$ cat config.mk
export PLATFORM = sky130hd
export DESIGN_NAME = cmv_top
export DESIGN_NICKNAME = d
export VERILOG_FILES = /design/src/rtl/cmv_pkg.sv /design/src/rtl/cmv_event.sv /design/src/rtl/cmv_top.sv
export VERILOG_INCLUDE_DIRS = /design/src /design/src/rtl
export SDC_FILE = /design/constraint.sdc
export NUM_CORES = 1
export LEC_CHECK = 0
export BUFFER_PORTS_ARGS = -buffer_cell sky130_fd_sc_hd__buf_2
export CAP_MARGIN = 30
export CORE_MARGIN = 4
export CORE_UTILIZATION = 30
export DETAILED_ROUTE_END_ITERATION = 6
export HOLD_SLACK_MARGIN = 0.1
export PLACE_DENSITY = 0.6
export SYNTH_ARGS = -nofsm -noshare
export SYNTH_HDL_FRONTEND = slang
export SYNTH_HIERARCHICAL = 1
export SYNTH_SLANG_ARGS = --single-unit
$ cat constraint.sdc
create_clock -name MCLK -period 5.1 [get_ports MCLK]
set_input_delay 0.51 -clock MCLK [delete_from_list [all_inputs] [get_ports MCLK]]
set_output_delay 0.51 -clock MCLK [all_outputs]
set_load 0.1 [all_outputs]
$ cat src/rtl/cmv_regs.svh
// Purpose: Offsets, field positions, reset values of the comparator block
// Assumes: 32-bit classic Wishbone, one aligned word per register
// Notes: Definitions only
`ifndef CMV_REGS_SVH
`define CMV_REGS_SVH

// Byte offsets
`define CMV_OFS_CTRL1 8'h00
`define CMV_OFS_CTRL2 8'h04
`define CMV_OFS_CTRL3 8'h08
`define CMV_OFS_STAT 8'h0C
`define CMV_OFS_VREF 8'h10
`define CMV_OFS_IRQ_STATUS 8'h14
`define CMV_OFS_IRQ_MASK 8'h18

// comparator_control fields
`define CMV_CTL_ENABLE 15
`define CMV_CTL_PIN_OE 14
`define CMV_CTL_POLARITY 13
`define CMV_CTL_EVENT 9
`define CMV_CTL_OUTPUT 8
`define CMV_CTL_EVPOL_HI 7
`define CMV_CTL_EVPOL_LO 6
`define CMV_CTL_REF_SEL 4
`define CMV_CTL_CH_HI 1
`define CMV_CTL_CH_LO 0
`define CMV_CTL_WMASK 16'hE0D3

// comparator_status fields
`define CMV_STA_IDLE_STOP 15
`define CMV_STA_EVT_LO 8
`define CMV_STA_OUT_LO 0
`define CMV_STA_WMASK 16'h8000

// reference_voltage_control fields
`define CMV_VRF_ENABLE 7
`define CMV_VRF_PIN_OUT 6
`define CMV_VRF_RANGE 5
`define CMV_VRF_SOURCE 4
`define CMV_VRF_LEVEL_HI 3
`define CMV_VRF_WMASK 16'h00FF

// Reference fraction in 1/96 of the span: lcm of 24 and 32
`define CMV_FRAC_FINE_STEP 7'h04
`define CMV_FRAC_COARSE_STEP 7'h03
`define CMV_FRAC_COARSE_BASE 7'h18

`define CMV_RST_WORD 16'h0000
`define CMV_RST_FRAC 7'h00

`endif

$ cat src/rtl/cmv_pkg.sv
// Purpose: Types shared by the comparator control files
// Assumes: Constants live in cmv_regs.svh
// Notes: Types only
package cmv_pkg;
  typedef logic [15:0] cmv_word_t;
  typedef enum logic [7:0] {
    CMV_SEL_NONE = 8'h01,
    CMV_SEL_CTRL = 8'h02,
    CMV_SEL_STAT = 8'h04,
    CMV_SEL_VREF = 8'h08,
    CMV_SEL_IST = 8'h10,
    CMV_SEL_IMSK = 8'h20
  } cmv_sel_t;
  typedef enum logic [1:0] {
    CMV_EV_OFF = 2'b00,
    CMV_EV_RISE = 2'b01,
    CMV_EV_FALL = 2'b10,
    CMV_EV_ANY = 2'b11
  } cmv_evpol_t;
endpackage

$ cat src/rtl/cmv_event.sv
// Purpose: One comparator: input synchroniser, polarity, event detector
// Assumes: raw_in comes from the analog comparator, asynchronous
// Notes: Edges are judged on the raw comparator result
`timescale 1ns/1ns
module cmv_event
  import cmv_pkg::*;
(
  // Clock and reset
  input wire logic clk,
  input wire logic rst_n,
  // Comparator
  input wire logic raw_in,
  input wire logic enable,
  input wire logic invert,
  input wire cmv_evpol_t evpol,
  input wire logic event_flag,
  // Results
  output logic out_q,
  output logic trig_q
);
  logic sync1_q;
  logic sync2_q;
  logic prev_q;
  logic hit;

  always_ff @(posedge clk or negedge rst_n)
  begin
    if (!rst_n)
    begin
      sync1_q <= 1'b0;
      sync2_q <= 1'b0;
      prev_q <= 1'b0;
    end
    else
    begin
      sync1_q <= raw_in;
      sync2_q <= sync1_q;
      prev_q <= sync2_q;
    end
  end

  always_comb
  begin
    unique case (evpol)
      CMV_EV_OFF: hit = 1'b0;
      CMV_EV_RISE: hit = sync2_q & ~prev_q;
      CMV_EV_FALL: hit = ~sync2_q & prev_q;
      CMV_EV_ANY: hit = sync2_q ^ prev_q;
    endcase
  end

  // A disabled comparator reads as zero and raises nothing
  always_ff @(posedge clk or negedge rst_n)
  begin
    if (!rst_n)
    begin
      out_q <= 1'b0;
      trig_q <= 1'b0;
    end
    else
    begin
      out_q <= enable & (sync2_q ^ invert);
      trig_q <= enable & hit & ~event_flag;
    end
  end
endmodule

$ cat src/rtl/cmv_top.sv
// Purpose: Register bank for three comparators and their voltage reference
// Assumes: Classic Wishbone slave, 32-bit data, MCLK at 100 MHz
// Notes: Analog parts sit outside; this block drives their selects
`timescale 1ns/1ns
`include "cmv_regs.svh"
module cmv_top
  import cmv_pkg::*;
(
  // Clock and reset
  input wire logic MCLK,
  input wire logic RESET_N,
  // Wishbone slave
  input wire logic WB_CYC_I,
  input wire logic WB_STB_I,
  input wire logic WB_WE_I,
  input wire logic [7:0] WB_ADR_I,
  input wire logic [3:0] WB_SEL_I,
  input wire logic [31:0] WB_DAT_I,
  output logic [31:0] WB_DAT_O,
  output logic WB_ACK_O,
  // Comparators
  input wire logic [2:0] CMP_RAW,
  input wire logic IDLE_MODE,
  output logic [2:0] CMP_ENABLE,
  output logic [2:0] CMP_NONINV_REF,
  output logic [11:0] CMP_INV_SEL,
  output logic [2:0] CMP_OUT_PIN,
  output logic [2:0] CMP_OUT_OE,
  output logic [2:0] CMP_TRIGGER,
  // Voltage reference
  output logic VREF_POWER,
  output logic VREF_PIN_DRIVE,
  output logic VREF_RANGE,
  output logic VREF_SOURCE,
  output logic [3:0] VREF_LEVEL,
  output logic [6:0] VREF_FRACTION,
  // Interrupt
  output logic IRQ
);

  // Merge a write into a stored word under byte lanes and a writable mask
  function automatic cmv_word_t merge(input cmv_word_t old_v,
                                      input cmv_word_t new_v,
                                      input logic [1:0] sel,
                                      input cmv_word_t wmask);
    cmv_word_t lanes;
    lanes = {{8{sel[1]}}, {8{sel[0]}}} & wmask;
    merge = (old_v & ~lanes) | (new_v & lanes);
  endfunction

  // Reference as a fraction of the span, in 1/96 units
  function automatic logic [6:0] vref_frac(input logic range,
                                           input logic [3:0] level);
    logic [6:0] lv;
    lv = {3'b000, level};
    if (range)
      vref_frac = 7'(lv * `CMV_FRAC_FINE_STEP);
    else
      vref_frac = 7'(`CMV_FRAC_COARSE_BASE + lv * `CMV_FRAC_COARSE_STEP);
  endfunction

  // One-hot inverting input select: B, C, D, half band-gap
  function automatic logic [3:0] ch_onehot(input logic [1:0] ch);
    ch_onehot = 4'(4'h1 << ch);
  endfunction

  cmv_word_t ctrl_q [3];
  logic [2:0] evt_q;
  logic [2:0] cmp_out;
  logic [2:0] cmp_trig;
  logic idle_stop_q;
  logic [7:0] vref_q;
  logic [2:0] irq_st_q;
  logic [2:0] irq_mask_q;
  logic ack_q;
  logic [31:0] dat_q;
  logic req;
  logic wr;
  cmv_sel_t sel;
  logic [1:0] ctrl_idx;
  cmv_word_t wdat;
  cmv_word_t stat_word;
  cmv_word_t rd_word;

  assign req = WB_CYC_I & WB_STB_I & ~ack_q;
  assign wr = req & WB_WE_I;
  assign wdat = WB_DAT_I[15:0];

  always_comb
  begin
    sel = CMV_SEL_NONE;
    ctrl_idx = 2'd0;
    unique case (WB_ADR_I)
      `CMV_OFS_CTRL1:
      begin
        sel = CMV_SEL_CTRL;
        ctrl_idx = 2'd0;
      end
      `CMV_OFS_CTRL2:
      begin
        sel = CMV_SEL_CTRL;
        ctrl_idx = 2'd1;
      end
      `CMV_OFS_CTRL3:
      begin
        sel = CMV_SEL_CTRL;
        ctrl_idx = 2'd2;
      end
      `CMV_OFS_STAT: sel = CMV_SEL_STAT;
      `CMV_OFS_VREF: sel = CMV_SEL_VREF;
      `CMV_OFS_IRQ_STATUS: sel = CMV_SEL_IST;
      `CMV_OFS_IRQ_MASK: sel = CMV_SEL_IMSK;
      default: sel = CMV_SEL_NONE;
    endcase
  end

  // Per-comparator detectors
  genvar gi;
  generate
    for (gi = 0; gi < 3; gi++)
    begin : g_cmp
      cmv_event u_event (
        .clk(MCLK),
        .rst_n(RESET_N),
        .raw_in(CMP_RAW[gi]),
        .enable(ctrl_q[gi][`CMV_CTL_ENABLE]),
        .invert(ctrl_q[gi][`CMV_CTL_POLARITY]),
        .evpol(cmv_evpol_t'(
          ctrl_q[gi][`CMV_CTL_EVPOL_HI:`CMV_CTL_EVPOL_LO])),
        .event_flag(evt_q[gi]),
        .out_q(cmp_out[gi]),
        .trig_q(cmp_trig[gi])
      );
    end
  endgenerate

  // Control words; read-only and unimplemented positions never stored
  always_ff @(posedge MCLK or negedge RESET_N)
  begin
    if (!RESET_N)
    begin
      for (int i = 0; i < 3; i++)
        ctrl_q[i] <= `CMV_RST_WORD;
    end
    else if (wr && sel == CMV_SEL_CTRL)
    begin
      ctrl_q[ctrl_idx] <= merge(ctrl_q[ctrl_idx], wdat, WB_SEL_I[1:0],
                                `CMV_CTL_WMASK);
    end
  end

  // Event flags: software may write them, a new event wins over a clear
  always_ff @(posedge MCLK or negedge RESET_N)
  begin
    if (!RESET_N)
      evt_q <= 3'b000;
    else
    begin
      for (int i = 0; i < 3; i++)
      begin
        if (cmp_trig[i])
          evt_q[i] <= 1'b1;
        else if (wr && sel == CMV_SEL_CTRL && ctrl_idx == 2'(i)
                 && WB_SEL_I[1])
          evt_q[i] <= wdat[`CMV_CTL_EVENT];
      end
    end
  end

  // Status word holds only the idle stop bit as storage
  always_ff @(posedge MCLK or negedge RESET_N)
  begin
    if (!RESET_N)
      idle_stop_q <= 1'b0;
    else if (wr && sel == CMV_SEL_STAT && WB_SEL_I[1])
      idle_stop_q <= wdat[`CMV_STA_IDLE_STOP];
  end

  always_ff @(posedge MCLK or negedge RESET_N)
  begin
    if (!RESET_N)
      vref_q <= 8'h00;
    else if (wr && sel == CMV_SEL_VREF)
      vref_q <= 8'(merge({8'h00, vref_q}, wdat, WB_SEL_I[1:0],
                         `CMV_VRF_WMASK));
  end

  // Interrupt status: write one to clear, a new event wins
  always_ff @(posedge MCLK or negedge RESET_N)
  begin
    if (!RESET_N)
      irq_st_q <= 3'b000;
    else if (wr && sel == CMV_SEL_IST && WB_SEL_I[0])
      irq_st_q <= (irq_st_q & ~wdat[2:0]) | cmp_trig;
    else
      irq_st_q <= irq_st_q | cmp_trig;
  end

  always_ff @(posedge MCLK or negedge RESET_N)
  begin
    if (!RESET_N)
      irq_mask_q <= 3'b000;
    else if (wr && sel == CMV_SEL_IMSK && WB_SEL_I[0])
      irq_mask_q <= wdat[2:0];
  end

  // Comparators keep running in idle; only the request line is held off
  always_ff @(posedge MCLK or negedge RESET_N)
  begin
    if (!RESET_N)
      IRQ <= 1'b0;
    else
      IRQ <= (|(irq_st_q & irq_mask_q)) & ~(idle_stop_q & IDLE_MODE);
  end

  // Status word: mirrors are live, bits 14..11 and 7..3 read zero
  always_comb
  begin
    stat_word = `CMV_RST_WORD;
    stat_word[`CMV_STA_IDLE_STOP] = idle_stop_q;
    stat_word[`CMV_STA_EVT_LO +: 3] = evt_q;
    stat_word[`CMV_STA_OUT_LO +: 3] = cmp_out;
  end

  always_comb
  begin
    rd_word = `CMV_RST_WORD;
    unique case (sel)
      CMV_SEL_CTRL:
      begin
        rd_word = ctrl_q[ctrl_idx];
        rd_word[`CMV_CTL_EVENT] = evt_q[ctrl_idx];
        rd_word[`CMV_CTL_OUTPUT] = cmp_out[ctrl_idx];
      end
      CMV_SEL_STAT: rd_word = stat_word;
      CMV_SEL_VREF: rd_word = {8'h00, vref_q};
      CMV_SEL_IST: rd_word = {13'h0000, irq_st_q};
      CMV_SEL_IMSK: rd_word = {13'h0000, irq_mask_q};
      CMV_SEL_NONE: rd_word = `CMV_RST_WORD;
    endcase
  end

  // Single-cycle answer; unmapped addresses ack with zero data
  always_ff @(posedge MCLK or negedge RESET_N)
  begin
    if (!RESET_N)
    begin
      ack_q <= 1'b0;
      dat_q <= 32'h0000_0000;
    end
    else
    begin
      ack_q <= req;
      if (req && !WB_WE_I)
        dat_q <= {16'h0000, rd_word};
    end
  end

  assign WB_ACK_O = ack_q;
  assign WB_DAT_O = dat_q;

  // Analog steering, registered so every pin comes from a flip-flop
  always_ff @(posedge MCLK or negedge RESET_N)
  begin
    if (!RESET_N)
    begin
      CMP_ENABLE <= 3'b000;
      CMP_NONINV_REF <= 3'b000;
      CMP_INV_SEL <= 12'h000;
      CMP_OUT_PIN <= 3'b000;
      CMP_OUT_OE <= 3'b000;
      CMP_TRIGGER <= 3'b000;
    end
    else
    begin
      for (int i = 0; i < 3; i++)
      begin
        CMP_ENABLE[i] <= ctrl_q[i][`CMV_CTL_ENABLE];
        CMP_NONINV_REF[i] <= ctrl_q[i][`CMV_CTL_REF_SEL];
        CMP_INV_SEL[i*4 +: 4] <= ch_onehot(
          ctrl_q[i][`CMV_CTL_CH_HI:`CMV_CTL_CH_LO]);
        CMP_OUT_OE[i] <= ctrl_q[i][`CMV_CTL_PIN_OE];
        CMP_OUT_PIN[i] <= ctrl_q[i][`CMV_CTL_PIN_OE] & cmp_out[i];
      end
      CMP_TRIGGER <= cmp_trig;
    end
  end

  // Reference controls; settling after a change is left to software
  always_ff @(posedge MCLK or negedge RESET_N)
  begin
    if (!RESET_N)
    begin
      VREF_POWER <= 1'b0;
      VREF_PIN_DRIVE <= 1'b0;
      VREF_RANGE <= 1'b0;
      VREF_SOURCE <= 1'b0;
      VREF_LEVEL <= 4'h0;
      VREF_FRACTION <= `CMV_RST_FRAC;
    end
    else
    begin
      VREF_POWER <= vref_q[`CMV_VRF_ENABLE];
      VREF_PIN_DRIVE <= vref_q[`CMV_VRF_PIN_OUT];
      VREF_RANGE <= vref_q[`CMV_VRF_RANGE];
      VREF_SOURCE <= vref_q[`CMV_VRF_SOURCE];
      VREF_LEVEL <= vref_q[`CMV_VRF_LEVEL_HI:0];
      VREF_FRACTION <= vref_frac(vref_q[`CMV_VRF_RANGE],
                                 vref_q[`CMV_VRF_LEVEL_HI:0]);
    end
  end

endmodule

==> results.toml <==
[detailed_routing]
routed_wl_um = 14700
routedWlPerCell_um = 16.8
first_pass_iters = 5
drc = 0
drtIter0Drc = 226
viasPerCell = 4.69
ant_nets = 0
via_count = 4105

[critical_path]
start_kind = "input pin"
slowest_stage = "nor2_1"
r2r-start = "WB_ACK_O"
worstPathArrival_ns = 2.65
cpPeakStageDelay_ns = 0.81
worstSetupPathType = "input pin to register"
path_cells = "buf_2 -> or3_1 -> nor2_1 -> nand4_1 -> mux2_2"
crit_family = "simple AND/OR/NAND/NOR gates"
critPathMaxFanout = 15
reg2reg_depth = 5
cp-end-kind = "register"
cp.required_ns = 5.40
crit_buf_inv = 1
rrSetupSlack_ns = 2.86

[min_path]
hp-class = "input pin to async pin"

[sta]
fmax_mhz = 426
tns_ns = 0
slew_viol_final = 0
timing.final.crit_share_pct = 46.0
setup_viol = 0
final_hold_viol_count = 0
max_slew_margin_pct = 37.1
rsz0062_at_grt = "false"
finClkSkew_ns = 0.00437
tightestPinTransition_ns = 0.938
fin_crit_ns = 2.35

[finish]
area_growth_pct = 18.4
num-nets-final = 665
final_core_utilization_pct = 36.2
fillers = 1981
postLayoutCellArea_um2 = 7080
final_layout_size_suffix_gt1_share_pct = 24.5
num_antenna_cells = 0

[power_and_ir_drop]
vdd_drop_max_v = 0.000207
total_power_w = 0.00251
static-leakage-power_nw = 3.40
power_frac_comb_pct = 12.0
clkPwrFrac_pct = 43.6
power_density_nw_per_um2 = 354
pwr-share-seq_pct = 44.4
power.switching_w = 0.000712
swShare_pct = 28.4
intPower_w = 0.00180

[logic_synthesis]
synth_area_um2 = 5980
synth-edff-count = 0
ys_warn_count = 6
synthArstFlopShare_pct = 100
avgSynthCellArea_um2 = 11.3
synthFlopType = "dfrtp_1"
synth_cells = 529
ys_types = 62
ys_seq_elements = 135
synth-seq-area-share_pct = 56.5

[global_routing]
grt_use_total_pct = 13.8
overflow = 0
grt_pass1_vias = 4060
grt_antenna_before_repair = 1
grt_max_degree = 97
grt_pass1_wl_um = 23200

[clock_network]
ctsResizeCount = 0
clock-sinks = 135
cts_hold_buf = 0
cts_tree = "built"
post-cts-setup-buffers = 0
cts_root_buf = "clkbuf_16"
path_clk_slew_ns = 0.06
clk_latency_ns = 0.42
cts_buffers = 17
clockBufferDepth = 2
htree_levels = 4

[placement]
placed_cell_area_um2 = 6540
place.gp.congestion = 0.800
post-dp-hpwl_um = 10300
port_buffers = 90

[floorplanning]
die_w_um = 149
io_pins = 129
start_util_pct = 30.6
dieArea_um2 = 22200
core_um2 = 19500
rows = 51
die_h_um = 149

[run_status]
outcome = "complete, no violations"

[run]
drv_cap = 0
layer usage:
layer  GRT usage, %  vias up  wire length [µm]
li1               -     1980                 -
met3           4.62       18              1020
met5              0        -                12
met1           18.9     1970              6760
met2           20.8      135              6700
met4           4.58        2               227
registers in the layout, indices dropped and copies added, names as in the netlist, 4 cells and up, named ones only:
name,cells
WB_DAT_O,16
VREF_FRACTION,7
CMP_INV_SEL,12
ctrl_q,42
VREF_LEVEL,4
power by group through the flow:
stage	logic, W	clock network (W)	registers (W)
finish	0.000301	0.00109	0.00111
global route	0.000320	0.00118	0.00112
detailed placement	0.000304	0	0.00113
CTS	0.000304	0.00113	0.00111
global placement	0.000301	0	0.00113
floorplan	0.000130	0	0.00124
synthesized netlist by cell type (9+ instances only):
| library cell | number | share of area [%] |
|---|---|---|
| a31oi_1 | 17 | 1.8 |
| dfrtp_1 | 135 | 57 |
| a21oi_1 | 17 | 1.4 |
| nand3b_1 | 13 | 1.6 |
| nor2_1 | 33 | 2.1 |
| o21ai_0 | 10 | 0.84 |
| and2_1 | 13 | 1.4 |
| clkbuf_1 | 30 | 1.9 |
| nand2b_1 | 16 | 1.7 |
| nand2_1 | 34 | 2.1 |
| nor2b_1 | 11 | 1.2 |
| inv_1 | 13 | 0.82 |
| ha_1 | 11 | 2.3 |
| nor3_1 | 9 | 0.75 |
| nand3_1 | 11 | 0.92 |
| buf_4 | 19 | 2.4 |
kinds of logic (layout without fill, tap and decap cells):
family                     Yosys count  after routing  share of synthesized area [%]
AOI/OAI and AO/OA                  104            104                           11.9
xor gates and xnor gates             6              6                          0.879
adders and majority gates           13             13                           2.97
buffers and inverters               73            140                           6.20
DFF                                135            135                           56.5
muxes                               25             25                           4.92
other                                1             16                         0.0627
and+or+nand+nor                    172            172                           16.5
cell type report:
class	count	area, µm²	area share [%]
clock inverters	9	52.6	0.743
clock buffers	22	474	6.70
repair buffers	96	502	7.09
inverters	13	48.8	0.690
well taps	265	332	4.69
multi-input cells	336	2290	32.4
flip-flops and latches	135	3380	47.7
worst max-delay path by stage:
stage                start          end  slack, ns  cells after the start
6_report       WB_ADR_I[4]  idle_stop_q       2.75                      5
5_1_grt        WB_ADR_I[4]  idle_stop_q       2.67                      5
3_5_place_dp   WB_ADR_I[5]     register       2.20                      6
4_1_cts        WB_ADR_I[5]     register       2.63                      6
2_1_floorplan     WB_ACK_O     register       2.97                      5
3_3_place_gp   WB_ADR_I[5]     register       2.22                      6
per-stage QoR:
step | cells | hold WS (ns) | setup WS, ns
floorplan | 544 | 0.214 | 2.97
global placement | 843 | 0.335 | 2.22
detailed placement | 844 | 0.337 | 2.20
CTS | 875 | 0.176 | 2.63
global route | 876 | 0.171 | 2.67
finish | 876 | 0.153 | 2.75
cells in the final DEF (no fill, tap or decap), types with 11 or more instances in the layout:
| cell | n |
|---|---|
| dfrtp_1 | 135 |
| buf_2 | 89 |
| nand2_1 | 34 |
| nor2_1 | 33 |
| a21oi_1 | 17 |
| a31oi_1 | 17 |
| clkbuf_16 | 17 |
| nand2b_1 | 16 |
| conb_1 | 16 |
| nand3b_1 | 13 |
| inv_1 | 13 |
| and2_1 | 13 |
| nor2b_1 | 11 |
| nand3_1 | 11 |
| ha_1 | 11 |
worst reg2reg max path, stage by stage (launching register included):
cell and delay, ns:
dfrtp_1 0.41, nand3b_1 0.27, nor4_2 0.35, nor2b_1 0.51
buf_4 0.27, mux2_1 0.33
No activity file was read; power rests on OpenSTA's default activity.
